**src/ste_params.svh**
```systemverilog
// offsets, field positions, reset values and timing counts of the thermal event control
`ifndef STE_PARAMS_SVH
`define STE_PARAMS_SVH

`define STE_ADDR_CFG 8'h00
`define STE_ADDR_HIGH 8'h04
`define STE_ADDR_LOW 8'h08
`define STE_ADDR_CRIT 8'h0c
`define STE_ADDR_TEMP 8'h10
`define STE_ADDR_STATUS 8'h14
`define STE_ADDR_CMD 8'h18
`define STE_ADDR_PROT 8'h1c
`define STE_ADDR_ACC 8'h20

`define STE_CFG_RST 6'h00
`define STE_LIMIT_RST 13'h0000
`define STE_CLEAR_EVENT_BIT 0
`define STE_CMD_W 11
`define STE_TEMP_W 13
`define STE_SYNC_W 18

`define STE_HYST_0 14'h0000
`define STE_HYST_1 14'h0018
`define STE_HYST_2 14'h0030
`define STE_HYST_3 14'h0060

`define STE_CLK_MHZ 100
`define STE_SAMPLE_MS 125
`define STE_SAMPLE_CYC (`STE_SAMPLE_MS * 1000 * `STE_CLK_MHZ)

`endif

```
**src/ste_pkg.sv**
```systemverilog
// types shared by the thermal event control files
package ste_pkg;

  typedef struct packed {
    logic [1:0] hyst;
    logic event_en;
    logic pol_high;
    logic crit_only;
    logic cmp_mode;
  } ste_cfg_t;

  typedef enum logic [1:0] {
    STE_OP_NONE = 2'h0,
    STE_OP_SET = 2'h1,
    STE_OP_CLR = 2'h2,
    STE_OP_PAGE = 2'h3
  } ste_op_t;

  typedef struct packed {
    logic [1:0] blk;
    ste_op_t op;
    logic [6:0] addr;
  } ste_cmd_t;

  typedef enum logic [2:0] {
    STE_CS_IDLE = 3'b001,
    STE_CS_WAIT = 3'b010,
    STE_CS_EXEC = 3'b100
  } ste_cst_t;

  typedef struct packed {
    logic psel;
    logic penable;
    logic pwrite;
    logic [7:0] paddr;
    logic [31:0] pwdata;
  } ste_apb_req_t;

  typedef struct packed {
    logic pready;
    logic pslverr;
    logic [31:0] prdata;
  } ste_apb_rsp_t;

endpackage : ste_pkg

```
**src/ste_sync2.sv**
```systemverilog
// two-flop synchroniser for a group of pin inputs
`timescale 1ns/1ps
module ste_sync2 #(
  parameter int WIDTH = 1
) (
  input wire logic pclk,
  input wire logic presetn,
  input wire logic [WIDTH-1:0] d,
  output logic [WIDTH-1:0] q
);
  logic [WIDTH-1:0] meta_q;

  always_ff @(posedge pclk or negedge presetn) begin
    if (!presetn) begin
      meta_q <= '0;
      q <= '0;
    end else begin
      meta_q <= d;
      q <= meta_q;
    end
  end
endmodule : ste_sync2

```
**src/ste_event_ctrl.sv**
```systemverilog
// thermal event alert, select-address match and eeprom block protection control
`timescale 1ns/1ps
`include "ste_params.svh"
module ste_event_ctrl #(
  parameter int unsigned SAMPLE_CYC = `STE_SAMPLE_CYC
) (
  input wire logic pclk,
  input wire logic presetn,
  input ste_pkg::ste_apb_req_t apb_req,
  output ste_pkg::ste_apb_rsp_t apb_rsp,
  input wire logic select_input_zero,
  input wire logic select_input_one,
  input wire logic select_input_two,
  input wire logic high_voltage_level,
  input wire logic scl,
  input wire logic [12:0] adc_temp,
  output logic event_pin_out,
  output logic event_pin_oe,
  output logic [3:0] block_lock,
  output logic page_sel
);
  import ste_pkg::*;

  logic [`STE_SYNC_W-1:0] pin_raw, pin_syn;
  logic [2:0] logical_bus_address_bits;
  logic [12:0] adc_s;
  logic hv_s, scl_s, scl_prev_q, scl_rise;
  ste_apb_rsp_t rsp_q;
  logic [31:0] rd_d;
  logic hit_d, acc, done, wr;
  ste_cfg_t cfg_q;
  logic [12:0] high_q, low_q, critical_threshold_q, temp_q;
  logic [23:0] cnt_q;
  logic tick;
  logic signed [13:0] t_s, hi_s, lo_s, ct_s, hy_s;
  logic win_set, win_rel, clear_ev, asserted;
  logic crit_flag_q, win_flag_q, win_prev_q, int_q, event_pin_oe_q;
  ste_cst_t st_q;
  ste_cmd_t cmd_q;
  logic [3:0] prot_q;
  logic [8:0] acc_phys_q;
  logic hv_q, addr_match, page_q, refused_q, acc_lock_q;

  // pins come from outside the pclk domain
  assign pin_raw = {select_input_two, select_input_one, select_input_zero,
                    high_voltage_level, scl, adc_temp};

  ste_sync2 #(
    .WIDTH(`STE_SYNC_W)
  ) u_sync (
    .pclk(pclk),
    .presetn(presetn),
    .d(pin_raw),
    .q(pin_syn)
  );

  assign logical_bus_address_bits = pin_syn[17:15];
  assign hv_s = pin_syn[14];
  assign scl_s = pin_syn[13];
  assign adc_s = pin_syn[12:0];
  assign scl_rise = scl_s & ~scl_prev_q;

  always_ff @(posedge pclk or negedge presetn) begin
    if (!presetn) begin
      scl_prev_q <= 1'b0;
    end else begin
      scl_prev_q <= scl_s;
    end
  end

  // apb slave: one wait state, answer registered
  assign acc = apb_req.psel & apb_req.penable;
  assign done = acc & rsp_q.pready;
  assign wr = done & apb_req.pwrite;
  assign apb_rsp = rsp_q;

  always_comb begin
    rd_d = 32'h0000_0000;
    hit_d = 1'b1;
    case (apb_req.paddr)
      `STE_ADDR_CFG: rd_d = 32'(cfg_q);
      `STE_ADDR_HIGH: rd_d = 32'(high_q);
      `STE_ADDR_LOW: rd_d = 32'(low_q);
      `STE_ADDR_CRIT: rd_d = 32'(critical_threshold_q);
      `STE_ADDR_TEMP: rd_d = 32'(temp_q);
      `STE_ADDR_STATUS: rd_d = 32'({crit_flag_q, win_flag_q, int_q, event_pin_oe_q});
      `STE_ADDR_CMD: rd_d = 32'(cmd_q);
      `STE_ADDR_PROT: rd_d = 32'({refused_q, st_q != STE_CS_IDLE, page_q, prot_q});
      `STE_ADDR_ACC: rd_d = 32'({acc_lock_q, acc_phys_q});
      default: hit_d = 1'b0;
    endcase
  end

  always_ff @(posedge pclk or negedge presetn) begin
    if (!presetn) begin
      rsp_q <= '0;
    end else begin
      rsp_q.pready <= acc & ~rsp_q.pready;
      if (acc & ~rsp_q.pready) begin
        rsp_q.prdata <= apb_req.pwrite ? 32'h0000_0000 : rd_d;
        rsp_q.pslverr <= ~hit_d;
      end
    end
  end

  // configuration and limits
  always_ff @(posedge pclk or negedge presetn) begin
    if (!presetn) begin
      cfg_q <= `STE_CFG_RST;
      high_q <= `STE_LIMIT_RST;
      low_q <= `STE_LIMIT_RST;
      critical_threshold_q <= `STE_LIMIT_RST;
    end else if (wr) begin
      case (apb_req.paddr)
        `STE_ADDR_CFG: cfg_q <= apb_req.pwdata[5:0];
        `STE_ADDR_HIGH: high_q <= apb_req.pwdata[12:0];
        `STE_ADDR_LOW: low_q <= apb_req.pwdata[12:0];
        `STE_ADDR_CRIT: critical_threshold_q <= apb_req.pwdata[12:0];
        default: ;
      endcase
    end
  end

  // conversion tick; adc bus must be stable around each tick
  assign tick = (cnt_q == 24'(SAMPLE_CYC - 1));

  always_ff @(posedge pclk or negedge presetn) begin
    if (!presetn) begin
      cnt_q <= 24'h00_0000;
      temp_q <= `STE_LIMIT_RST;
    end else begin
      cnt_q <= tick ? 24'h00_0000 : cnt_q + 24'h00_0001;
      if (tick) begin
        temp_q <= adc_s;
      end
    end
  end

  // comparisons on sign-extended values so hysteresis cannot wrap
  assign t_s = $signed({temp_q[12], temp_q});
  assign hi_s = $signed({high_q[12], high_q});
  assign lo_s = $signed({low_q[12], low_q});
  assign ct_s = $signed({critical_threshold_q[12], critical_threshold_q});

  always_comb begin
    case (cfg_q.hyst)
      2'h0: hy_s = `STE_HYST_0;
      2'h1: hy_s = `STE_HYST_1;
      2'h2: hy_s = `STE_HYST_2;
      default: hy_s = `STE_HYST_3;
    endcase
  end

  assign win_set = (t_s > hi_s) | (t_s < lo_s);
  assign win_rel = (t_s <= hi_s - hy_s) & (t_s >= lo_s + hy_s);
  assign clear_ev = wr & (apb_req.paddr == `STE_ADDR_STATUS) &
                    apb_req.pwdata[`STE_CLEAR_EVENT_BIT];

  always_ff @(posedge pclk or negedge presetn) begin
    if (!presetn) begin
      crit_flag_q <= 1'b0;
    end else if (t_s > ct_s) begin
      crit_flag_q <= 1'b1;
    end else if (t_s < ct_s - hy_s) begin
      crit_flag_q <= 1'b0;
    end
  end

  always_ff @(posedge pclk or negedge presetn) begin
    if (!presetn) begin
      win_flag_q <= 1'b0;
      win_prev_q <= 1'b0;
    end else begin
      win_prev_q <= win_flag_q;
      if (win_set) begin
        win_flag_q <= 1'b1;
      end else if (win_rel) begin
        win_flag_q <= 1'b0;
      end
    end
  end

  // a new event in the clearing cycle keeps the latch set
  always_ff @(posedge pclk or negedge presetn) begin
    if (!presetn) begin
      int_q <= 1'b0;
    end else if (win_flag_q & ~win_prev_q) begin
      int_q <= 1'b1;
    end else if (clear_ev) begin
      int_q <= 1'b0;
    end
  end

  always_comb begin
    if (!cfg_q.event_en) begin
      asserted = 1'b0;
    end else if (cfg_q.crit_only) begin
      asserted = crit_flag_q;
    end else begin
      asserted = crit_flag_q | (cfg_q.cmp_mode ? win_flag_q : int_q);
    end
  end

  // open drain: only ever pulls low
  always_ff @(posedge pclk or negedge presetn) begin
    if (!presetn) begin
      event_pin_oe_q <= 1'b0;
      event_pin_out <= 1'b0;
    end else begin
      event_pin_oe_q <= cfg_q.pol_high ? ~asserted : asserted;
      event_pin_out <= 1'b0;
    end
  end

  assign event_pin_oe = event_pin_oe_q;

  // commands run at the next serial clock rise, when the high voltage level is sampled
  assign addr_match = (cmd_q.addr[3:1] == logical_bus_address_bits);

  always_ff @(posedge pclk or negedge presetn) begin
    if (!presetn) begin
      st_q <= STE_CS_IDLE;
      cmd_q <= '0;
      hv_q <= 1'b0;
    end else begin
      case (st_q)
        STE_CS_IDLE: begin
          if (wr & (apb_req.paddr == `STE_ADDR_CMD)) begin
            cmd_q <= apb_req.pwdata[`STE_CMD_W-1:0];
            st_q <= STE_CS_WAIT;
          end
        end
        STE_CS_WAIT: begin
          if (scl_rise) begin
            hv_q <= hv_s;
            st_q <= STE_CS_EXEC;
          end
        end
        STE_CS_EXEC: st_q <= STE_CS_IDLE;
        default: st_q <= STE_CS_IDLE;
      endcase
    end
  end

  // locks live in flops only, so a clear with high voltage and a matching address undoes them
  always_ff @(posedge pclk or negedge presetn) begin
    if (!presetn) begin
      prot_q <= 4'h0;
      page_q <= 1'b0;
      refused_q <= 1'b0;
    end else if (st_q == STE_CS_EXEC) begin
      refused_q <= ~addr_match;
      if (addr_match) begin
        case (cmd_q.op)
          STE_OP_SET: begin
            if (hv_q) begin
              prot_q[cmd_q.blk] <= 1'b1;
            end else begin
              refused_q <= 1'b1;
            end
          end
          STE_OP_CLR: begin
            if (hv_q) begin
              prot_q <= 4'h0;
            end else begin
              refused_q <= 1'b1;
            end
          end
          STE_OP_PAGE: page_q <= cmd_q.blk[0];
          default: ;
        endcase
      end
    end
  end

  assign block_lock = prot_q;
  assign page_sel = page_q;

  // legacy 8-bit offset mapped onto the selected page
  always_ff @(posedge pclk or negedge presetn) begin
    if (!presetn) begin
      acc_phys_q <= 9'h000;
      acc_lock_q <= 1'b0;
    end else if (wr & (apb_req.paddr == `STE_ADDR_ACC)) begin
      acc_phys_q <= {page_q, apb_req.pwdata[7:0]};
      acc_lock_q <= prot_q[{page_q, apb_req.pwdata[7]}];
    end
  end
endmodule : ste_event_ctrl

```
**config.mk**
```make
export PLATFORM = sky130hd
export DESIGN_NAME = ste_event_ctrl
export DESIGN_NICKNAME = d
export VERILOG_FILES = /design/src/ste_pkg.sv /design/src/ste_sync2.sv /design/src/ste_event_ctrl.sv
export VERILOG_INCLUDE_DIRS = /design/src /design/src/src
export SDC_FILE = /design/constraint.sdc
export NUM_CORES = 1
export LEC_CHECK = 0
export ABC_AREA = 1
export BUFFER_PORTS_ARGS = -buffer_cell sky130_fd_sc_hd__clkbuf_2
export CORE_MARGIN = 4
export CORE_UTILIZATION = 55
export CTS_BUF_LIST = sky130_fd_sc_hd__clkbuf_2
export DETAILED_ROUTE_END_ITERATION = 8
export PLACE_DENSITY = 0.81
export SLEW_MARGIN = 20
export SYNTH_ARGS = -nofsm -noshare
export SYNTH_HDL_FRONTEND = slang
export SYNTH_SLANG_ARGS = --single-unit
```
**constraint.sdc**
```tcl
create_clock -name pclk -period 3.4 [get_ports pclk]
set_input_delay 0.17 -clock pclk [delete_from_list [all_inputs] [get_ports pclk]]
set_output_delay 0.17 -clock pclk [all_outputs]
set_load 0.005 [all_outputs]
```
==> metrics.cfg <==
[pwr]
p_sw_uw = 975
clock_power_share = 0.323
combinationalPowerShare = 0.074
vdd_drop_max_uv = 334
p_per_area_mw_per_mm2 = 294
netSwitchingFraction = 0.283
p_int_mw = 2.48
power_frac_seq = 0.604
leakage_nw = 6.11

[floorplanning]
die_area_mm2 = 0.0207
num_io_pins = 104
die_width_um = 144
die_h_um = 144
std_cell_rows = 49
start_util = 0.562
core-area_mm2 = 0.0180

[critical_path]
endpoint_kind = register
r2r_slack_ns = 0.22
critPathLaunchType = register
rr_startpoint = cfg_q[5]$_DFFE_PN0P_
cp.arrival_ns = 3.86
r2r_end = win_flag_q$_DFFE_PN0P_
worstPathRequired_ns = 4.09
r2r_cells = 23
path_class = register to register
path_max_fanout = 5

[synthesis]
synth-compound-area-share = 0.0923
synth_top_family_by_area = simple AND/OR/NAND/NOR gates
synthAdderAreaFrac = 0.117
synth_cell_types = 47
syn_inst = 1266
ys.flop_type = dfrtp_1
synthMuxAreaShare = 0.00111
yosys.area_share.simple = 0.241
yosysTopAreaCellShare = 0.417
synth.avg_cell_area_um2 = 8.00
yosysWarnings = 0
synth_largest_area_cell = dfrtp_1
syn_area_mm2 = 0.0101
async_flop_share = 1.00
synth-edff-count = 0
synth-xor-area-share = 0.0337
ys_seq_area_frac = 0.420
synthTopCellsByArea = dfrtp_1 (42%), nand2_1 (13%), ha_1 (11%), inv_1 (6.5%), o21ai_0 (4.2%)
yosys_register_bits = 170

[drt]
wirelength_mm = 26.1
drc = 0
dr.pass1.iters = 6
vias = 9016
postRouteAntennaNets = 0
viasPerCell = 5.43
wire_per_inst_um = 15.7
drtIter0Drc = 926

[worst_hold_path]
min_to = u_sync.meta_q[12]$_DFF_PN0_
hold_start = adc_temp[12]
hold_path_depth = 2
hp-class = input pin to register

[final_layout]
fin_util = 0.651
drive_gt1_frac = 0.106
layout_commonest_cell = nand2_1
final_cell_mix = nand2_1 (354), inv_1 (175), dfrtp_1 (169)
multi_input_area_mm2 = 0.00503
fillCellCount = 1479
area_growth_pct = 15.8
final_nets = 1573
seqCellArea_mm2 = 0.00426

[clocking]
cts_root_buf = clkbuf_2
clk_latency_ns = 0.75
tritoncts = built
h-tree-depth = 4
cts.sinks = 170
path_clk_slew_ns = 0.27
cts_buffer_depth = 2
cts-buffers-inserted = 17

[global_route]
grt_pass1_vias = 8793
grt_first_pass_wirelength_mm = 43.6
grt_usage = 0.267
overflow = 0
grt_max_degree = 63
antenna_found_initial = 1

[sta]
fmax_mhz = 315
setup_tns_ns = 0
period_needed_ns = 3.18
finalSetupViolations = 0
relSlewSlack = 0.383
hold_viol = 0
min_period_over_period = 0.934
rsz0062_at_grt = yes
tightestPinTransition_ns = 0.922
finalMaxSlewViolations = 0
finalClockSkew_ns = 0.0308

[placement]
gp_congestion = 0.971
port_buffers = 64
hpwl_mm = 18.9

[run]
cap_violations = 0

[status]
status = complete, no violations

-- flip-flops by register name, summed over array words and instances (netlist names), 3 cells and up --
signal and flops:
acc_phys_q 9, high_q 13, u_sync.q 18, apb_rsp 15, st_q 3, cfg_q 6, temp_q 13, critical_threshold_q 13
u_sync.meta_q 18, cmd_q 11, cnt_q 24, low_q 13, block_lock 4
-- stage by stage --
step                instance area [um^2]  cells  worst slack [ns]  hold WS [ns]  power (mW)
floorplan                          10200   1285             0.414        -0.126        2.21
global placement                   10600   1547             0.226         0.278        2.30
detailed placement                 10600   1547             0.107         0.280        2.31
CTS                                11600   1654            0.0889       0.00295        3.46
global route                       11700   1660           -0.0395       0.00355        3.61
finish                             11700   1660             0.224        0.0662        3.45
-- cells in the mapped netlist (2+ instances only) --
library cell  count
o21ai_0          86
o211ai_1          2
nand2_1         354
fa_1              3
nor4_1            4
inv_2             9
buf_6             4
nand3b_1          8
nand3_2           2
ha_1             90
a21o_1            2
nand2_4           5
nand3_1          58
nor2_2            4
nand2_2           4
nor2_4            2
o22ai_1           6
a21oi_1          47
a31oi_1           5
nor3_2            2
nor3b_1           4
buf_2             7
inv_1           175
nor3_1           13
clkbuf_1          3
o2111ai_1         2
o21ai_1          24
xnor2_1           7
nor2_1           78
dfrtp_1         169
xor2_1           32
nand4_1          19
buf_4            22
-- power by group through the flow --
| stage | registers, mW | clock network [mW] | logic [mW] |
|---|---|---|---|
| after detailed placement | 2.11 | 0 | 0.195 |
| final | 2.08 | 1.11 | 0.254 |
| after global routing | 2.09 | 1.23 | 0.290 |
| after global placement | 2.11 | 0 | 0.189 |
| after floorplan | 2.11 | 0 | 0.106 |
| after CTS | 2.08 | 1.13 | 0.248 |
-- cell families (layout without fill, tap and decap cells) --
family / after synthesis / after routing
adder cells (fa/ha/maj): 93 / 93
multiplexers: 1 / 1
flip-flops: 170 / 170
buffers and inverters: 222 / 367
other: 1 / 21
AO/OA/AOI/OAI: 178 / 178
XOR/XNOR: 39 / 39
AND/OR/NAND/NOR: 562 / 562
-- area by class of cell --
type                            instances  area share
Inverter                              185      0.0592
Antenna cell                            1    0.000213
Multi-Input combinational cell        893       0.429
Sequential cell                       170       0.363
Clock inverter                         15      0.0154
Tap cell                              229      0.0244
Timing Repair Buffer                  150       0.102
Clock buffer                           17     0.00725
-- routing by layer --
| layer | global-route usage | vias to the layer above | part of all wire |
|---|---|---|---|
| met5 | 0 | - | 0 |
| met4 | 0.0986 | 0 | 0.033 |
| met3 | 0.0439 | 66 | 0.071 |
| met2 | 0.435 | 354 | 0.47 |
| met1 | 0.364 | 4256 | 0.42 |
| li1 | - | 4340 | - |
-- critical path, stage by stage (launching register included) --
cell and delay [ns]:
dfrtp_1 0.42, inv_1 0.08, ha_4 0.32, inv_1 0.09, ha_1 0.29, nand3_1 0.09
nand2_1 0.13, nand2_1 0.10, a21oi_2 0.17, nand2_1 0.10, o21ai_0 0.15, o21ai_1 0.10
ha_1 0.29, nand2_1 0.05, nor2_1 0.13, inv_1 0.07, nor2_2 0.11, nand2_1 0.08
nand2_1 0.07, nand2_1 0.04, nand3_1 0.07, nand2_1 0.06, nand2_1 0.05, nand2_1 0.05
-- worst max path at each step --
stage               cells past startpoint            startpoint                      end
floorplan                              19  cfg_q[5]$_DFFE_PN0P_  crit_flag_q$_DFFE_PN0P_
global placement                       22  cfg_q[4]$_DFFE_PN0P_   win_flag_q$_DFFE_PN0P_
detailed placement                     23  cfg_q[5]$_DFFE_PN0P_   win_flag_q$_DFFE_PN0P_
CTS                                    23  cfg_q[5]$_DFFE_PN0P_   win_flag_q$_DFFE_PN0P_
global route                           21  cfg_q[4]$_DFFE_PN0P_   win_flag_q$_DFFE_PN0P_
finish                                 23  cfg_q[5]$_DFFE_PN0P_   win_flag_q$_DFFE_PN0P_
-- timing repair --
action	in CTS	in global routing
hold buffers	75	0
endpoints found under the hold margin	244	0
setup endpoints to repair	0	9
setup buffers	0	5
resized for setup	0	13
Power figures use the tool's default switching activity.
